<file path="config.mk">
export PLATFORM = sky130hd
export DESIGN_NAME = tbi_decoder
export DESIGN_NICKNAME = d
export VERILOG_FILES = /design/src/tbi_pkg.sv /design/src/tbi_decoder.sv /design/src/tbi_index_fetch.sv
export SDC_FILE = /design/constraint.sdc
export NUM_CORES = 2
export LEC_CHECK = 0
export ABC_AREA = 0
export BUFFER_PORTS_ARGS = -buffer_cell sky130_fd_sc_hd__buf_2
export CAP_MARGIN = 10
export CORE_AREA = 2 2 331 333
export DETAILED_ROUTE_END_ITERATION = 16
export DIE_AREA = 0 0 333 335
export PLACE_DENSITY = 0.8
export SLEW_MARGIN = 25
export SYNTH_ARGS = -nofsm -noshare
export SYNTH_HDL_FRONTEND = slang
export SYNTH_SLANG_ARGS = --single-unit
</file>
<file path="constraint.sdc">
create_clock -name pclk -period 99.2 [get_ports pclk]
set_input_delay 14.88 -clock pclk [delete_from_list [all_inputs] [get_ports pclk]]
set_output_delay 14.88 -clock pclk [all_outputs]
set_load 0.1 [all_outputs]
</file>
<file path="src/tbi_pkg.sv">
/*
 * Shared constants and types for the texture block index-mode decoder:
 * APB register offsets, reset values, decode patterns and limits.
 * Assumes a 32-bit APB with byte addresses on an 8-bit paddr.
 */
package tbi_pkg;

	// register byte offsets
	localparam logic [7:0] TBI_ADDR_BLK0   = 8'h00;
	localparam logic [7:0] TBI_ADDR_BLK1   = 8'h04;
	localparam logic [7:0] TBI_ADDR_BLK2   = 8'h08;
	localparam logic [7:0] TBI_ADDR_BLK3   = 8'h0C;
	localparam logic [7:0] TBI_ADDR_FOOT   = 8'h10;
	localparam logic [7:0] TBI_ADDR_TEXEL  = 8'h14;
	localparam logic [7:0] TBI_ADDR_STATUS = 8'h18;
	localparam logic [7:0] TBI_ADDR_GRID   = 8'h1C;
	localparam logic [7:0] TBI_ADDR_ENDP   = 8'h20;
	localparam logic [7:0] TBI_ADDR_WEIGHT = 8'h24;
	localparam logic [7:0] TBI_ADDR_COMPW  = 8'h28;
	localparam logic [7:0] TBI_ADDR_COLOR  = 8'h2C;

	// reset values
	localparam logic [11:0] TBI_FOOT_RST  = 12'h666;
	localparam logic [11:0] TBI_COORD_RST = 12'h000;

	// block field positions
	localparam int TBI_PART_LSB          = 11;
	localparam int TBI_ENDPOINT_MODE_LSB = 13;

	// decode patterns and limits
	localparam logic [8:0]  TBI_VOID_PAT  = 9'h1FC;
	localparam logic [8:0]  TBI_IDX_MAX   = 9'h040;
	localparam logic [11:0] TBI_ISQ_MIN   = 12'h018;
	localparam logic [11:0] TBI_ISQ_MAX   = 12'h060;
	localparam logic [11:0] TBI_ISQ_TOP   = 12'h07E;
	localparam logic [17:0] TBI_GRID_ONE  = 18'h00400;
	localparam logic [4:0]  TBI_FRAC_ONE  = 5'h10;
	localparam logic [3:0]  TBI_DIM_FIXED = 4'h6;
	localparam logic [3:0]  TBI_DIM_BASE  = 4'h2;

	// result colours
	localparam logic [31:0] TBI_COLOR_ERR = 32'hFF00FFFF;
	localparam logic [31:0] TBI_COLOR_NAN = 32'hFFFFFFFF;

	typedef enum logic [1:0] {
		TBI_RES_NORMAL,
		TBI_RES_VOID,
		TBI_RES_ERROR,
		TBI_RES_NAN
	} tbi_result_t;

	typedef enum logic [1:0] {
		TBI_IDLE,
		TBI_RUN,
		TBI_FIN
	} tbi_state_t;

endpackage : tbi_pkg

</file>
<file path="src/tbi_decoder.sv">
/*
 * Index-mode decoder for one 128-bit compressed 3D texture block, with an
 * APB slave for block load, footprint, texel request and results.
 * Assumes a zero-wait APB master on pclk and one texel request at a time.
 */
`timescale 1ns/1ps

// How it works
// - 3D index-mode layout gives grid dimensions
// - dual-plane flag selects one or two planes
// - dual plane allows at most three partitions
// - grid larger than footprint gives error colour
// - penultimate row void when bits 4:2 ones
// - precision flag picks high or low ranges
// - low nine bits 111111100 mean void extent
// - bottom four bits zero give NaN
// - unlisted encodings have undefined results
// - more than 64 indices gives NaN
// - index bits outside 24..96 give NaN
// - indices read bit-reversed from the top
// - dual plane: second index one component
// - single plane: one index all components
// - channel selector sits below index bits
// - selector 0..3 maps red green blue alpha
// - dual plane indices alternate between planes
// - infill per plane from grid corners
// - infill weights are sixteenths
// - four-bit endpoint mode picks one of sixteen
// - class sets value count, class 3 dual six
// - modes 2,3,7,11,14,15 are high range
// - range code with precision sets composition
// - 3D grid dimensions span two to six
// - error colour is opaque magenta
module tbi_decoder (
	// apb
	input  wire logic        pclk,
	input  wire logic        presetn,
	input  wire logic        psel,
	input  wire logic        penable,
	input  wire logic        pwrite,
	input  wire logic [7:0]  paddr,
	input  wire logic [31:0] pwdata,
	input  wire logic [3:0]  pstrb,
	output logic      [31:0] prdata,
	output logic             pready,
	output logic             pslverr,
	// sampler side
	output logic             tex_done,
	output logic      [1:0]  tex_status,
	output logic      [6:0]  tex_wgt_red,
	output logic      [6:0]  tex_wgt_green,
	output logic      [6:0]  tex_wgt_blue,
	output logic      [6:0]  tex_wgt_alpha,
	output logic      [31:0] tex_color
);

	function automatic logic [31:0] tbi_merge(input logic [31:0] old, input logic [31:0] nw,
		input logic [3:0] be);
		logic [31:0] r;
		r = old;
		for (int i = 0; i < 4; i++)
			if (be[i])
				r[8*i +: 8] = nw[8*i +: 8];
		return r;
	endfunction : tbi_merge

	// {max[4:0], trit, quint, bits[2:0]}; zero means unusable range
	function automatic logic [9:0] tbi_range(input logic prec, input logic [2:0] r);
		logic [9:0] v;
		v = 10'h000;
		unique case ({prec, r})
			4'h2:    v = {5'h01, 2'b00, 3'h1};
			4'h3:    v = {5'h02, 2'b10, 3'h0};
			4'h4:    v = {5'h03, 2'b00, 3'h2};
			4'h5:    v = {5'h04, 2'b01, 3'h0};
			4'h6:    v = {5'h05, 2'b10, 3'h1};
			4'h7:    v = {5'h07, 2'b00, 3'h3};
			4'hA:    v = {5'h09, 2'b01, 3'h1};
			4'hB:    v = {5'h0B, 2'b10, 3'h2};
			4'hC:    v = {5'h0F, 2'b00, 3'h4};
			4'hD:    v = {5'h13, 2'b01, 3'h2};
			4'hE:    v = {5'h17, 2'b10, 3'h3};
			4'hF:    v = {5'h1F, 2'b00, 3'h5};
			default: v = 10'h000;
		endcase
		return v;
	endfunction : tbi_range

	// grid position {int[3:0], frac[3:0]} of texel c in footprint b
	function automatic logic [7:0] tbi_infill(input logic [3:0] b, input logic [3:0] c,
		input logic [3:0] n);
		logic [17:0] ds;
		logic [17:0] gs;
		ds = 18'h00000;
		if (b > 4'h1)
			ds = (tbi_pkg::TBI_GRID_ONE + {15'h0000, b[3:1]}) / {14'h0000, 4'(b - 4'h1)};
		gs = ((ds * {14'h0000, c} * {14'h0000, 4'(n - 4'h1)}) + 18'h00020) >> 6;
		return gs[7:0];
	endfunction : tbi_infill

	// stored state
	logic [127:0]             blk_q;
	logic [11:0]              foot_q;
	logic [11:0]              coord_q;
	tbi_pkg::tbi_state_t      state_q;
	logic [2:0]               step_q;
	logic [12:0]              acc_q [2];

	// decode
	logic [10:0]              mode;
	logic [3:0]               d_n, d_m, d_q;
	logic                     d_dual, d_prec, d_void, d_resv;
	logic [2:0]               d_rng;
	logic [9:0]               rinfo;
	logic [7:0]               n_grid;
	logic [8:0]               n_idx;
	logic [11:0]              ibits;
	logic [1:0]               ccs;
	logic [3:0]               endpoint_mode_code;
	logic [3:0]               nvals;
	logic                     hdr;
	logic                     over_foot;
	tbi_pkg::tbi_result_t     res;

	logic [3:0]               dn_q, dm_q, dq_q, nvals_q, endpoint_mode_code_q;
	logic                     dual_q, prec_q, hdr_q, isq_q;
	logic [2:0]               rng_q;
	logic [9:0]               rinfo_q;
	logic [11:0]              ibits_q;
	logic [1:0]               ccs_q;
	tbi_pkg::tbi_result_t     res_q;

	always_comb
	begin
		mode   = blk_q[10:0];
		d_n    = 4'h0;
		d_m    = 4'h0;
		d_q    = 4'h0;
		d_dual = mode[10];
		d_prec = mode[9];
		d_rng  = {mode[1:0], mode[4]};
		d_void = 1'b0;
		d_resv = 1'b0;
		if (mode[8:0] == tbi_pkg::TBI_VOID_PAT)
			d_void = 1'b1;
		else if (mode[3:0] == 4'h0)
			d_resv = 1'b1;
		else if (mode[1:0] != 2'b00)
		begin
			d_n = {2'b00, mode[6:5]} + tbi_pkg::TBI_DIM_BASE;
			d_m = {2'b00, mode[8:7]} + tbi_pkg::TBI_DIM_BASE;
			d_q = {2'b00, mode[3:2]} + tbi_pkg::TBI_DIM_BASE;
		end
		else
		begin
			d_rng = {mode[3:2], mode[4]};
			unique case (mode[8:7])
				2'b00:
				begin
					d_n = tbi_pkg::TBI_DIM_FIXED;
					d_m = {2'b00, mode[10:9]} + tbi_pkg::TBI_DIM_BASE;
					d_q = {2'b00, mode[6:5]} + tbi_pkg::TBI_DIM_BASE;
				end
				2'b01:
				begin
					d_n = {2'b00, mode[6:5]} + tbi_pkg::TBI_DIM_BASE;
					d_m = tbi_pkg::TBI_DIM_FIXED;
					d_q = {2'b00, mode[10:9]} + tbi_pkg::TBI_DIM_BASE;
				end
				2'b10:
				begin
					d_n = {2'b00, mode[6:5]} + tbi_pkg::TBI_DIM_BASE;
					d_m = {2'b00, mode[10:9]} + tbi_pkg::TBI_DIM_BASE;
					d_q = tbi_pkg::TBI_DIM_FIXED;
				end
				2'b11:
				begin
					d_n = (mode[6:5] == 2'b00) ? tbi_pkg::TBI_DIM_FIXED : tbi_pkg::TBI_DIM_BASE;
					d_m = (mode[6:5] == 2'b01) ? tbi_pkg::TBI_DIM_FIXED : tbi_pkg::TBI_DIM_BASE;
					d_q = (mode[6:5] == 2'b10) ? tbi_pkg::TBI_DIM_FIXED : tbi_pkg::TBI_DIM_BASE;
					// non-void rest of the row is reserved
					d_resv = (mode[6:5] == 2'b11);
				end
			endcase
			// first three fixed-six rows carry no plane or precision flags
			if (mode[8:7] != 2'b11)
			begin
				d_dual = 1'b0;
				d_prec = 1'b0;
			end
		end
		rinfo  = tbi_range(d_prec, d_rng);
		n_grid = {4'h0, d_n} * {4'h0, d_m} * {4'h0, d_q};
		n_idx  = d_dual ? {n_grid, 1'b0} : {1'b0, n_grid};
		ibits  = (rinfo[4] ? (({3'h0, n_idx} * 12'h008) / 12'h005) : 12'h000)
			+ (rinfo[3] ? (({3'h0, n_idx} * 12'h007) / 12'h003) : 12'h000)
			+ ({3'h0, n_idx} * {9'h000, rinfo[2:0]});
		ccs    = 2'b00;
		if (ibits <= tbi_pkg::TBI_ISQ_MAX)
			ccs = 2'(blk_q >> 7'(tbi_pkg::TBI_ISQ_TOP - ibits));
		endpoint_mode_code = blk_q[tbi_pkg::TBI_ENDPOINT_MODE_LSB +: 4];
		nvals  = ((endpoint_mode_code[3:2] == 2'b11) && d_dual) ? 4'h6
			: ({1'b0, endpoint_mode_code[3:2], 1'b0} + 4'h2);
		hdr    = endpoint_mode_code inside {4'h2, 4'h3, 4'h7, 4'hB, 4'hE, 4'hF};
		over_foot = (d_n > foot_q[3:0]) || (d_m > foot_q[7:4]) || (d_q > foot_q[11:8]);
		if (d_void)
			res = tbi_pkg::TBI_RES_VOID;
		else if (d_resv || (rinfo == 10'h000))
			res = tbi_pkg::TBI_RES_NAN;
		else if (over_foot || (d_dual && (blk_q[tbi_pkg::TBI_PART_LSB +: 2] == 2'b11)))
			res = tbi_pkg::TBI_RES_ERROR;
		else if ((n_idx > tbi_pkg::TBI_IDX_MAX) || (ibits < tbi_pkg::TBI_ISQ_MIN)
			|| (ibits > tbi_pkg::TBI_ISQ_MAX))
			res = tbi_pkg::TBI_RES_NAN;
		else
			res = tbi_pkg::TBI_RES_NORMAL;
	end

	always_ff @(posedge pclk or negedge presetn)
	begin
		if (!presetn)
		begin
			dn_q    <= 4'h0;
			dm_q    <= 4'h0;
			dq_q    <= 4'h0;
			dual_q  <= 1'b0;
			prec_q  <= 1'b0;
			rng_q   <= 3'h0;
			rinfo_q <= 10'h000;
			ibits_q <= 12'h000;
			ccs_q   <= 2'b00;
			endpoint_mode_code_q <= 4'h0;
			nvals_q <= 4'h0;
			hdr_q   <= 1'b0;
			isq_q   <= 1'b0;
			res_q   <= tbi_pkg::TBI_RES_NAN;
		end
		else
		begin
			dn_q    <= d_n;
			dm_q    <= d_m;
			dq_q    <= d_q;
			dual_q  <= d_dual;
			prec_q  <= d_prec;
			rng_q   <= d_rng;
			rinfo_q <= rinfo;
			ibits_q <= ibits;
			ccs_q   <= ccs;
			endpoint_mode_code_q <= endpoint_mode_code;
			nvals_q <= nvals;
			hdr_q   <= hdr;
			isq_q   <= rinfo[4] | rinfo[3];
			res_q   <= res;
		end
	end

	// apb decode
	logic        setup, wr_acc, busy;
	logic [31:0] rd_data;
	logic        hit;
	logic [31:0] wmerge;

	assign setup  = psel && !penable;
	assign wr_acc = psel && penable && pwrite;
	assign busy   = (state_q != tbi_pkg::TBI_IDLE);

	always_comb
	begin
		hit     = 1'b1;
		rd_data = 32'h00000000;
		wmerge  = 32'h00000000;
		unique case (paddr)
			tbi_pkg::TBI_ADDR_BLK0:   rd_data = blk_q[31:0];
			tbi_pkg::TBI_ADDR_BLK1:   rd_data = blk_q[63:32];
			tbi_pkg::TBI_ADDR_BLK2:   rd_data = blk_q[95:64];
			tbi_pkg::TBI_ADDR_BLK3:   rd_data = blk_q[127:96];
			tbi_pkg::TBI_ADDR_FOOT:   rd_data = {20'h00000, foot_q};
			tbi_pkg::TBI_ADDR_TEXEL:  rd_data = {20'h00000, coord_q};
			tbi_pkg::TBI_ADDR_STATUS: rd_data = {27'h0000000, isq_q, busy, 1'b0, res_q};
			tbi_pkg::TBI_ADDR_GRID:   rd_data = {4'h0, ibits_q[10:0], rng_q, prec_q, dual_q,
				dq_q, dm_q, dn_q};
			tbi_pkg::TBI_ADDR_ENDP:   rd_data = {19'h00000, ccs_q, hdr_q, nvals_q, 2'b00,
				endpoint_mode_code_q};
			tbi_pkg::TBI_ADDR_WEIGHT: rd_data = {16'h0000, 1'b0, tex_wgt_alpha, 1'b0,
				tex_wgt_red};
			tbi_pkg::TBI_ADDR_COMPW:  rd_data = {1'b0, tex_wgt_alpha, 1'b0, tex_wgt_blue,
				1'b0, tex_wgt_green, 1'b0, tex_wgt_red};
			tbi_pkg::TBI_ADDR_COLOR:  rd_data = tex_color;
			default:                  hit = 1'b0;
		endcase
		wmerge = tbi_merge(rd_data, pwdata, pstrb);
	end

	always_ff @(posedge pclk or negedge presetn)
	begin
		if (!presetn)
		begin
			prdata  <= 32'h00000000;
			pslverr <= 1'b0;
			pready  <= 1'b0;
		end
		else
		begin
			pready <= 1'b1;
			if (setup)
			begin
				prdata  <= pwrite ? 32'h00000000 : rd_data;
				pslverr <= !hit;
			end
		end
	end

	// block and footprint frozen while a texel is in flight
	always_ff @(posedge pclk or negedge presetn)
	begin
		if (!presetn)
		begin
			blk_q  <= 128'h0;
			foot_q <= tbi_pkg::TBI_FOOT_RST;
		end
		else if (wr_acc && !busy)
		begin
			unique case (paddr)
				tbi_pkg::TBI_ADDR_BLK0: blk_q[31:0]   <= wmerge;
				tbi_pkg::TBI_ADDR_BLK1: blk_q[63:32]  <= wmerge;
				tbi_pkg::TBI_ADDR_BLK2: blk_q[95:64]  <= wmerge;
				tbi_pkg::TBI_ADDR_BLK3: blk_q[127:96] <= wmerge;
				tbi_pkg::TBI_ADDR_FOOT: foot_q        <= wmerge[11:0];
				default:                foot_q        <= foot_q;
			endcase
		end
	end

	// texel walk
	logic [7:0]  inf_s, inf_t, inf_r;
	logic [3:0]  jr;
	logic        cx, cy, plane;
	logic [3:0]  xg, yg;
	logic [7:0]  gidx;
	logic [8:0]  seq_pos;
	logic [4:0]  raw;
	logic [6:0]  wscaled;
	logic [4:0]  cw, w11;
	logic [11:0] prod;
	logic        last;
	logic [6:0]  wfin [2];
	logic [6:0]  comp_w [4];

	assign inf_s = tbi_infill(foot_q[3:0], coord_q[3:0], dn_q);
	assign inf_t = tbi_infill(foot_q[7:4], coord_q[7:4], dm_q);
	assign inf_r = tbi_infill(foot_q[11:8], coord_q[11:8], dq_q);
	assign jr    = 4'((inf_r + 8'h08) >> 4);
	assign cx    = step_q[0];
	assign cy    = step_q[1];
	assign plane = step_q[2];
	assign xg    = (cx && (inf_s[7:4] < 4'(dn_q - 4'h1))) ? inf_s[7:4] + 4'h1 : inf_s[7:4];
	assign yg    = (cy && (inf_t[7:4] < 4'(dm_q - 4'h1))) ? inf_t[7:4] + 4'h1 : inf_t[7:4];
	assign gidx  = {4'h0, xg} + {4'h0, dn_q} * ({4'h0, yg} + {4'h0, dm_q} * {4'h0, jr});
	assign seq_pos = dual_q ? ({gidx, 1'b0} + {8'h00, plane}) : {1'b0, gidx};

	tbi_index_fetch u_fetch (
		.blk     (blk_q),
		.seq_pos (seq_pos),
		.width   (rinfo_q[2:0]),
		.value   (raw)
	);

	assign wscaled = (isq_q || (rinfo_q[9:5] == 5'h00)) ? 7'h00 :
		7'(({6'h00, raw} * 11'h040 + {7'h00, rinfo_q[9:6]}) / {6'h00, rinfo_q[9:5]});

	assign w11 = 5'((({1'b0, inf_s[3:0]} * {1'b0, inf_t[3:0]}) + 10'h008) >> 4);
	always_comb
	begin
		unique case ({cy, cx})
			2'b00: cw = tbi_pkg::TBI_FRAC_ONE - {1'b0, inf_s[3:0]} - {1'b0, inf_t[3:0]} + w11;
			2'b01: cw = {1'b0, inf_s[3:0]} - w11;
			2'b10: cw = {1'b0, inf_t[3:0]} - w11;
			2'b11: cw = w11;
		endcase
	end
	assign prod = {5'h00, wscaled} * {7'h00, cw};
	assign last = dual_q ? (step_q == 3'h7) : (step_q == 3'h3);
	assign wfin[0] = 7'((acc_q[0] + 13'h0008) >> 4);
	assign wfin[1] = 7'((acc_q[1] + 13'h0008) >> 4);

	genvar ch;
	generate
		for (ch = 0; ch < 4; ch++)
		begin : g_chan
			assign comp_w[ch] = (res_q != tbi_pkg::TBI_RES_NORMAL) ? 7'h00 :
				(dual_q && (ccs_q == 2'(ch))) ? wfin[1] : wfin[0];
		end
	endgenerate

	always_ff @(posedge pclk or negedge presetn)
	begin
		if (!presetn)
		begin
			state_q  <= tbi_pkg::TBI_IDLE;
			step_q   <= 3'h0;
			coord_q  <= tbi_pkg::TBI_COORD_RST;
			acc_q[0] <= 13'h0000;
			acc_q[1] <= 13'h0000;
		end
		else
		begin
			unique case (state_q)
				tbi_pkg::TBI_IDLE:
				begin
					if (wr_acc && (paddr == tbi_pkg::TBI_ADDR_TEXEL))
					begin
						coord_q  <= wmerge[11:0];
						step_q   <= 3'h0;
						acc_q[0] <= 13'h0000;
						acc_q[1] <= 13'h0000;
						state_q  <= tbi_pkg::TBI_RUN;
					end
				end
				tbi_pkg::TBI_RUN:
				begin
					acc_q[plane] <= acc_q[plane] + {1'b0, prod};
					step_q       <= step_q + 3'h1;
					if (last)
						state_q <= tbi_pkg::TBI_FIN;
				end
				tbi_pkg::TBI_FIN:
					state_q <= tbi_pkg::TBI_IDLE;
				default:
					state_q <= tbi_pkg::TBI_IDLE;
			endcase
		end
	end

	always_ff @(posedge pclk or negedge presetn)
	begin
		if (!presetn)
		begin
			tex_done      <= 1'b0;
			tex_status    <= tbi_pkg::TBI_RES_NAN;
			tex_wgt_red   <= 7'h00;
			tex_wgt_green <= 7'h00;
			tex_wgt_blue  <= 7'h00;
			tex_wgt_alpha <= 7'h00;
			tex_color     <= 32'h00000000;
		end
		else
		begin
			tex_done <= (state_q == tbi_pkg::TBI_FIN);
			if (state_q == tbi_pkg::TBI_FIN)
			begin
				tex_status    <= res_q;
				tex_wgt_red   <= comp_w[0];
				tex_wgt_green <= comp_w[1];
				tex_wgt_blue  <= comp_w[2];
				tex_wgt_alpha <= comp_w[3];
				unique case (res_q)
					tbi_pkg::TBI_RES_ERROR:  tex_color <= tbi_pkg::TBI_COLOR_ERR;
					tbi_pkg::TBI_RES_NAN:    tex_color <= tbi_pkg::TBI_COLOR_NAN;
					tbi_pkg::TBI_RES_VOID:   tex_color <= {blk_q[79:72], blk_q[95:88],
						blk_q[111:104], blk_q[127:120]};
					tbi_pkg::TBI_RES_NORMAL: tex_color <= 32'h00000000;
				endcase
			end
		end
	end

endmodule : tbi_decoder

</file>
<file path="src/tbi_index_fetch.sv">
/*
 * Pulls one index value out of the stored 128-bit block.
 * Assumes the caller gives the sequence position and bits per index.
 */
`timescale 1ns/1ps

module tbi_index_fetch (
	// block and selection
	input  wire logic [127:0] blk,
	input  wire logic [8:0]   seq_pos,
	input  wire logic [2:0]   width,
	// fetched value
	output logic      [4:0]   value
);

	logic [11:0] start;

	assign start = {3'h0, seq_pos} * {9'h000, width};

	genvar k;
	generate
		for (k = 0; k < 5; k++)
		begin : g_bit
			logic [11:0] pos;
			assign pos = start + 12'(k);
			assign value[k] = ((3'(k) < width) && (pos < 12'h080)) ?
				blk[7'(12'h07F - pos)] : 1'b0;
		end
	endgenerate

endmodule : tbi_index_fetch

</file>
; ---- Word-level counts from Yosys, hierarchy flattened
; Memories as Yosys holds them, arrays and structs flattened.
; Index checks and enable logic that the tools add are counted.
[word_totals]
ff_bits = 332
rom_bits = 160
inputBits = 49
word_cells = 324
mem_count = 1
[memory_table]
columns = name, words, width, read_ports, rd_ports_with_merged_regs, write_ports, line
row1 = (no name shown), 16, 10, 1, 0, 0, tbi_decoder.sv:71  ; unique case ({prec, r})
[op_classes]
addsub = 46
n_mul = 15
div = 6
n_lt_le_gt_ge = 29
n_eq_ne = 42
n_shift = 1
muxes = 93
bitwise_logic = 2
n_reduce_logical = 55
[op_table]
columns = operator, n
row1 = $pmux 32 s12, 1
row2 = $pmux 32 s4, 1
row3 = $shr 128x7->2, 1
row4 = $mux 7, 9
row5 = $lt 12x8->1 const B, 5
row6 = $div 18x4->18, 3
row7 = $mul 18x4->14, 3
row8 = $mul 18x4->18, 3
row9 = $mux 18, 3
row10 = $mux 13, 4
row11 = $pmux 26 s2, 1
row12 = $mux 4, 12
row13 = $add 14x6->14 const B, 3
row14 = $sub 7x7->7 const A, 6
row15 = $lt 7x8->1 const B, 5
row16 = $add 11x3->12 const A, 3
row17 = $bmux 1 s7, 5
row18 = $eq 8x5->1 const B, 4
row19 = $eq 8x6->1 const B, 4
row20 = $mux 32, 1
row21 = $mux 8, 4
row22 = $bwmux 26, 1
row23 = $eq 2x2->1 const B, 13
row24 = $mux 26, 1
row25 = 77 further kinds, 193

; ---- Depth between registers and ports, before layout
[logic_depth]
word_depth = 27
mapped_depth = 321
depth_no_buf = 308

; ---- Modules after synthesis
; Synthesis repeated with hierarchy kept, for this count alone.
[hier_totals]
hier_cells = 7134
hier_area_um2 = 58831.4
[modules_own_cells]
columns = module, instances, cells_per_inst, area_per_inst_um2
row1 = tbi_decoder, 1, 6588, 52799.4
row2 = tbi_index_fetch, 1, 546, 6032.0

; ---- Worst setup path after synthesis
; No wires, ideal clock.
[synth_path]
kind = reg-to-reg
startpoint = register foot_q[4]
endpoint = register acc_q[10] in the netlist's numbering
setup_time_ns = 0.125
arrival_ns = 60.170
required_time_ns = 99.075
path_slack_ns = 38.904
path_stages_with_launch = 289
period_less_slack_ns = 60.296
path_cell_list = dfrtp_1 -> buf_1 -> inv_1 -> ha_1 -> xnor2_1 -> ha_1 -> a21oi_1 -> nor4_1 -> a41o_1 -> ha_1 -> a21o_1 -> a21o_1 -> a21oi_1 -> ha_1 -> a21o_1 -> a21o_1 -> a31oi_2 -> nand2_1 -> [253 not listed] -> nand2b_1 -> a2111oi_0 -> nand2_1 -> nand3_1 -> fa_1 -> fa_1 -> fa_1 -> inv_1 -> ha_1 -> a21oi_1 -> o21bai_1 -> a21oi_1 -> o21bai_1 -> a21o_1 -> a21oi_1 -> xnor2_1 -> xnor2_1 -> o21ai_1
[synth_between]
elab_chain_cells = 27
elab_cells_between_ends = 65
[synth_lines]
columns = item, line
row1 = start: declaration, tbi_decoder.sv:103  ; logic [11:0] foot_q;
row2 = start signal: assignment, tbi_decoder.sv:319  ; foot_q <= tbi_pkg::TBI_FOOT_RST;
row3 = start signal: assignment, tbi_decoder.sv:328  ; tbi_pkg::TBI_ADDR_FOOT: foot_q <= wmerge[11:0];
row4 = start signal: assignment, tbi_decoder.sv:329  ; default: foot_q <= foot_q;
row5 = $sub 4x1->4, tbi_decoder.sv:96  ; ds = (tbi_pkg::TBI_GRID_ONE + {15'h0000, b[3:1]}) / {14'h0000, 4'(b - 4'h1)};
row6 = $div 18x4->18, tbi_decoder.sv:96
row7 = $mux 18 (*), tbi_decoder.sv:95  ; if (b > 4'h1)
row8 = $mul 18x4->18 (*), tbi_decoder.sv:97  ; gs = ((ds * {14'h0000, c} * {14'h0000, 4'(n - 4'h1)}) + 18'h00020) >> 6;
row9 = $mul 18x4->14 (*), tbi_decoder.sv:97
row10 = $add 14x6->14 (*), tbi_decoder.sv:97
row11 = $lt 4x4->1, tbi_decoder.sv:357  ; assign yg = (cy && (inf_t[7:4] < 4'(dm_q - 4'h1))) ? inf_t[7:4] + 4'h1 : inf_t[7:4];
row12 = $logic_and 1x1->1, tbi_decoder.sv:357
row13 = [11 not listed], -
row14 = $mux 1, tbi_index_fetch.sv:26  ; assign value[k] = ((3'(k) < width) && (pos < 12'h080)) ?
row15 = $add 11x4->11, tbi_decoder.sv:369  ; 7'(({6'h00, raw} * 11'h040 + {7'h00, rinfo_q[9:6]}) / {6'h00, rinfo_q[9:5]});
row16 = $div 11x5->11, tbi_decoder.sv:369
row17 = $mux 7, tbi_decoder.sv:368  ; assign wscaled = (isq_q || (rinfo_q[9:5] == 5'h00)) ? 7'h00 :
row18 = $mul 7x5->12 (*), tbi_decoder.sv:381  ; assign prod = {5'h00, wscaled} * {7'h00, cw};
row19 = $add 13x12->13 (*), tbi_decoder.sv:421  ; acc_q[plane] <= acc_q[plane] + {1'b0, prod};
row20 = $bwmux 26 (*), tbi_decoder.sv:421
row21 = $pmux 26 s2 (*), tbi_decoder.sv:407  ; unique case (state_q)
row22 = end signal: indexed assignment, tbi_decoder.sv:421
row23 = end: declaration, tbi_decoder.sv:107  ; logic [12:0] acc_q [2];
; Every way passes the cells marked *; elsewhere a longest branch is shown, timed or not. The select of a mux whose other input is x is not followed.
; A chain may end at the register's enable or synchronous reset.

; ---- Worst setup path after layout
; Same ends and word-level chain as after synthesis.

==> out/metrics.cfg <==
[cts]
bufs_on_longest_clock_path = 3
clk_pin_slew_ps = 70
cts_made_buffers = 37
tritoncts = done
numClockSinks = 322
cts_post_setup_buffers_inserted = 0
worstSkewPairLatency_ps = 600
cts_hold_repair.buffers = 0
root_buffer = clkbuf_16
cts_max_level = 2
cts_resized = 0

[sta]
worst_slew_pin_tran_ps = 1130
period_minus_slack_ps = 70080
finalCritPeriodShare_pct = 70.6
fin_worst_setup_slack_ps = 29120
unrepaired_setup_endpoints_after_global_routing = no
hold_violations = 0
setup_viol = 0
drv_slew = 0
worst_clock_skew_ps = 45.2
tns_ps = 0
achievable_clock_frequency_mhz = 14.3
fin_worst_hold_slack_ps = 469
slew_headroom_pct = 24.1

[placed_design]
dp_cells = 8607
placement.io_buffers = 145
gp_congestion = 1.05
placed_cell_area_um2 = 61100
dpl_worst_slack_ps = 30320
hpwl_um = 152000

[detailed_routing]
post_drt_wl_per_cell_um = 22.5
drt-initial-drc-count = 6078
ant_nets = 0
routed_wl_um = 196000
vias = 58123
route.detailed.drc = 0
avgViaCountPerCell = 6.70
detailed_routing_iterations_pass_1 = 8

[global_route]
antenna_violations_before_repair = 12
grt_max_degree = 143
global_route.usage.total_pct = 34.2
grt_pass1_vias = 55515
gr-total-overflow = 0
grt_pass1_wl_um = 309000

[floorplan]
floorplan.io_pins = 146
row_count = 121
dieHeight_um = 335
die_w_um = 333
core_um2 = 108000
die_area_um2 = 112000
floorplan.initialDensity_pct = 54.6

[min_path]
capture_endpoint_of_the_worst_hold_path = tex_status[1]
hold_start = tex_status[1]
min_delay_path_depth = 2
worst_hold_path_type = flip-flop to flip-flop

[critical_path]
crit_path_start_kind = flip-flop
critical_path.endpoint_type = flip-flop
worst-path-max-fanout = 27
worst-r2r-setup-slack_ps = 29120
worst_setup_path_type = flip-flop to flip-flop
critical_path_arrival_ps = 70540
timing.critical_path.slowest_cell_delay_ps = 790
critPathSlowestCell = dfrtp_1
r2r_end = acc_q[10]
crit-reg2reg-launch = foot_q[4]
cp_top_family = compound AO/OA/AOI/OAI gates
worstPathRequired_ps = 99660
crit_top_cell = ha_1
path_buf_inv = 18
r2r.worst_path.cells = 286

[finish]
n_fill_cell = 9640
area_growth_pct = 5.78
num-nets-final = 8046
finalNonFillerCells = 8681
cell_area_after_layout_um2 = 62400
drive_above_1_share_pct = 11.0

[synth]
proportion_of_synthesized_chip_area_in_sequential_cells_pct = 13.7
fraction_of_synthesized_cell_area_taken_by_the_top_area_cell_type_pct = 13.2
synth-edff-count = 0
post_synth_most_frequent_cells = 816 x nand2_1, 595 x nor2_1, 546 x ha_1, 482 x o21ai_0, 418 x a21oi_1
synthesis.area_um2 = 59000
netlist_instances = 7226
async_flop_share_pct = 100
yosysMostFrequentCell = nand2_1
yosys_register_bits = 322
synth.area.top_cells = dfrtp_1 13%, ha_1 12%, fa_1 7.4%
post_synth_num_cell_types = 158
ys.warnings.count = 0
post-synth-top-area-cell = dfrtp_1
synth_flop_cell = dfrtp_1
synth_area_per_cell_um2 = 8.17

[power_and_ir_drop]
power.density_nw_per_um2 = 11.9
static_leakage_uw = 0.0296
vdd_ir_drop_max_mv = 0.0320

[flow_run]
max_cap_viol_count = 0

[outcome]
outcome = completed

final cells by class:
| type | count | area (µm²) | share of cell area (%) |
|---|---|---|---|
| multi-input cells | 6237 | 48500 | 77.6 |
| flip-flops and latches | 322 | 8070 | 12.9 |
| well taps | 1414 | 1770 | 2.83 |
| inverters | 416 | 1560 | 2.51 |
| repair buffers | 218 | 1300 | 2.09 |
| clock buffers | 51 | 1050 | 1.68 |
| clock inverters | 16 | 208 | 0.333 |
| diodes | 7 | 17.5 | 0.0281 |
metal layers:
metal	GRT usage (%)	vias to the layer above	wire, µm	share of wire, %
met5	1.13	-	174	0.089
met4	16.4	14	10800	5.5
met3	8.65	614	20900	11
met2	52.9	3106	85100	44
met1	44.4	27891	78600	40
li1	-	26498	-	-
worst max path at each step:
stage,slack (ps),cells after the start,startpoint,endpoint
after floorplan,38900,288,foot_q[4],acc_q[10]
after global placement,32500,279,foot_q[4],acc_q[23]
after detailed placement,30320,286,foot_q[4],acc_q[23]
after CTS,30070,285,foot_q[4],acc_q[10]
after global routing,23380,288,foot_q[4],acc_q[10]
final,29120,286,foot_q[4],acc_q[10]
power by group:
part / switching, µW / leakage [µW] / total (µW) / internal (µW)
logic: 277 / 0.0247 / 457 / 181
registers: 4.31 / 0.00426 / 138 / 133
clock network: 64.1 / 0.000605 / 145 / 81.0
total: 345 / 0.0296 / 740 / 395
worst min-delay path: cells and delay by family (launching register included):
| kind | cells | cell delay (ps) |
|---|---|---|
| and+or+nand+nor | 2 | 100 |
| DFF | 1 | 370 |
logic make-up after synthesis:
group / after synthesis / share of synthesized area (%)
other: 2 / 0.0127
adder cells (fa/ha/maj): 770 / 19.1
AO/OA/AOI/OAI: 2009 / 23.1
XOR/XNOR: 383 / 5.72
flip-flops: 322 / 13.7
multiplexers: 534 / 12.8
AND/OR/NAND/NOR: 2503 / 20.7
buffers and inverters: 703 / 4.87
flip-flops by register name (all words and copies together) (netlist names), 7 cells and up:
| register | cells |
|---|---|
| foot_q | 12 |
| acc_q | 22 |
| coord_q | 12 |
| tex_wgt_alpha | 7 |
| prdata | 32 |
| tex_color | 32 |
| blk_q | 128 |
| tex_wgt_blue | 7 |
| ibits_q | 11 |
| tex_wgt_green | 7 |
| tex_wgt_red | 7 |
| rinfo_q | 8 |
cell usage in the layout (no fill, tap or decap), types with 76 or more instances in the layout:
cell / instances
nand2_1: 811
nor2_1: 589
ha_1: 543
o21ai_0: 482
a21oi_1: 418
inv_1: 408
dfrtp_1: 312
mux2i_1: 279
xnor2_1: 252
fa_1: 219
nand3_1: 195
nor3_1: 178
mux4_2: 167
buf_2: 144
o21a_1: 124
a21o_1: 119
and2_1: 108
xor2_1: 108
nand2b_1: 96
a22oi_1: 83
mux2_2: 76
metrics by stage:
stage	util, %	power [µW]
after CTS	57.7	728
final	57.8	740
after global placement	56.5	571
after detailed placement	56.5	583
after floorplan	-	491
after global routing	57.7	793
Power figures use the tool's default switching activity.
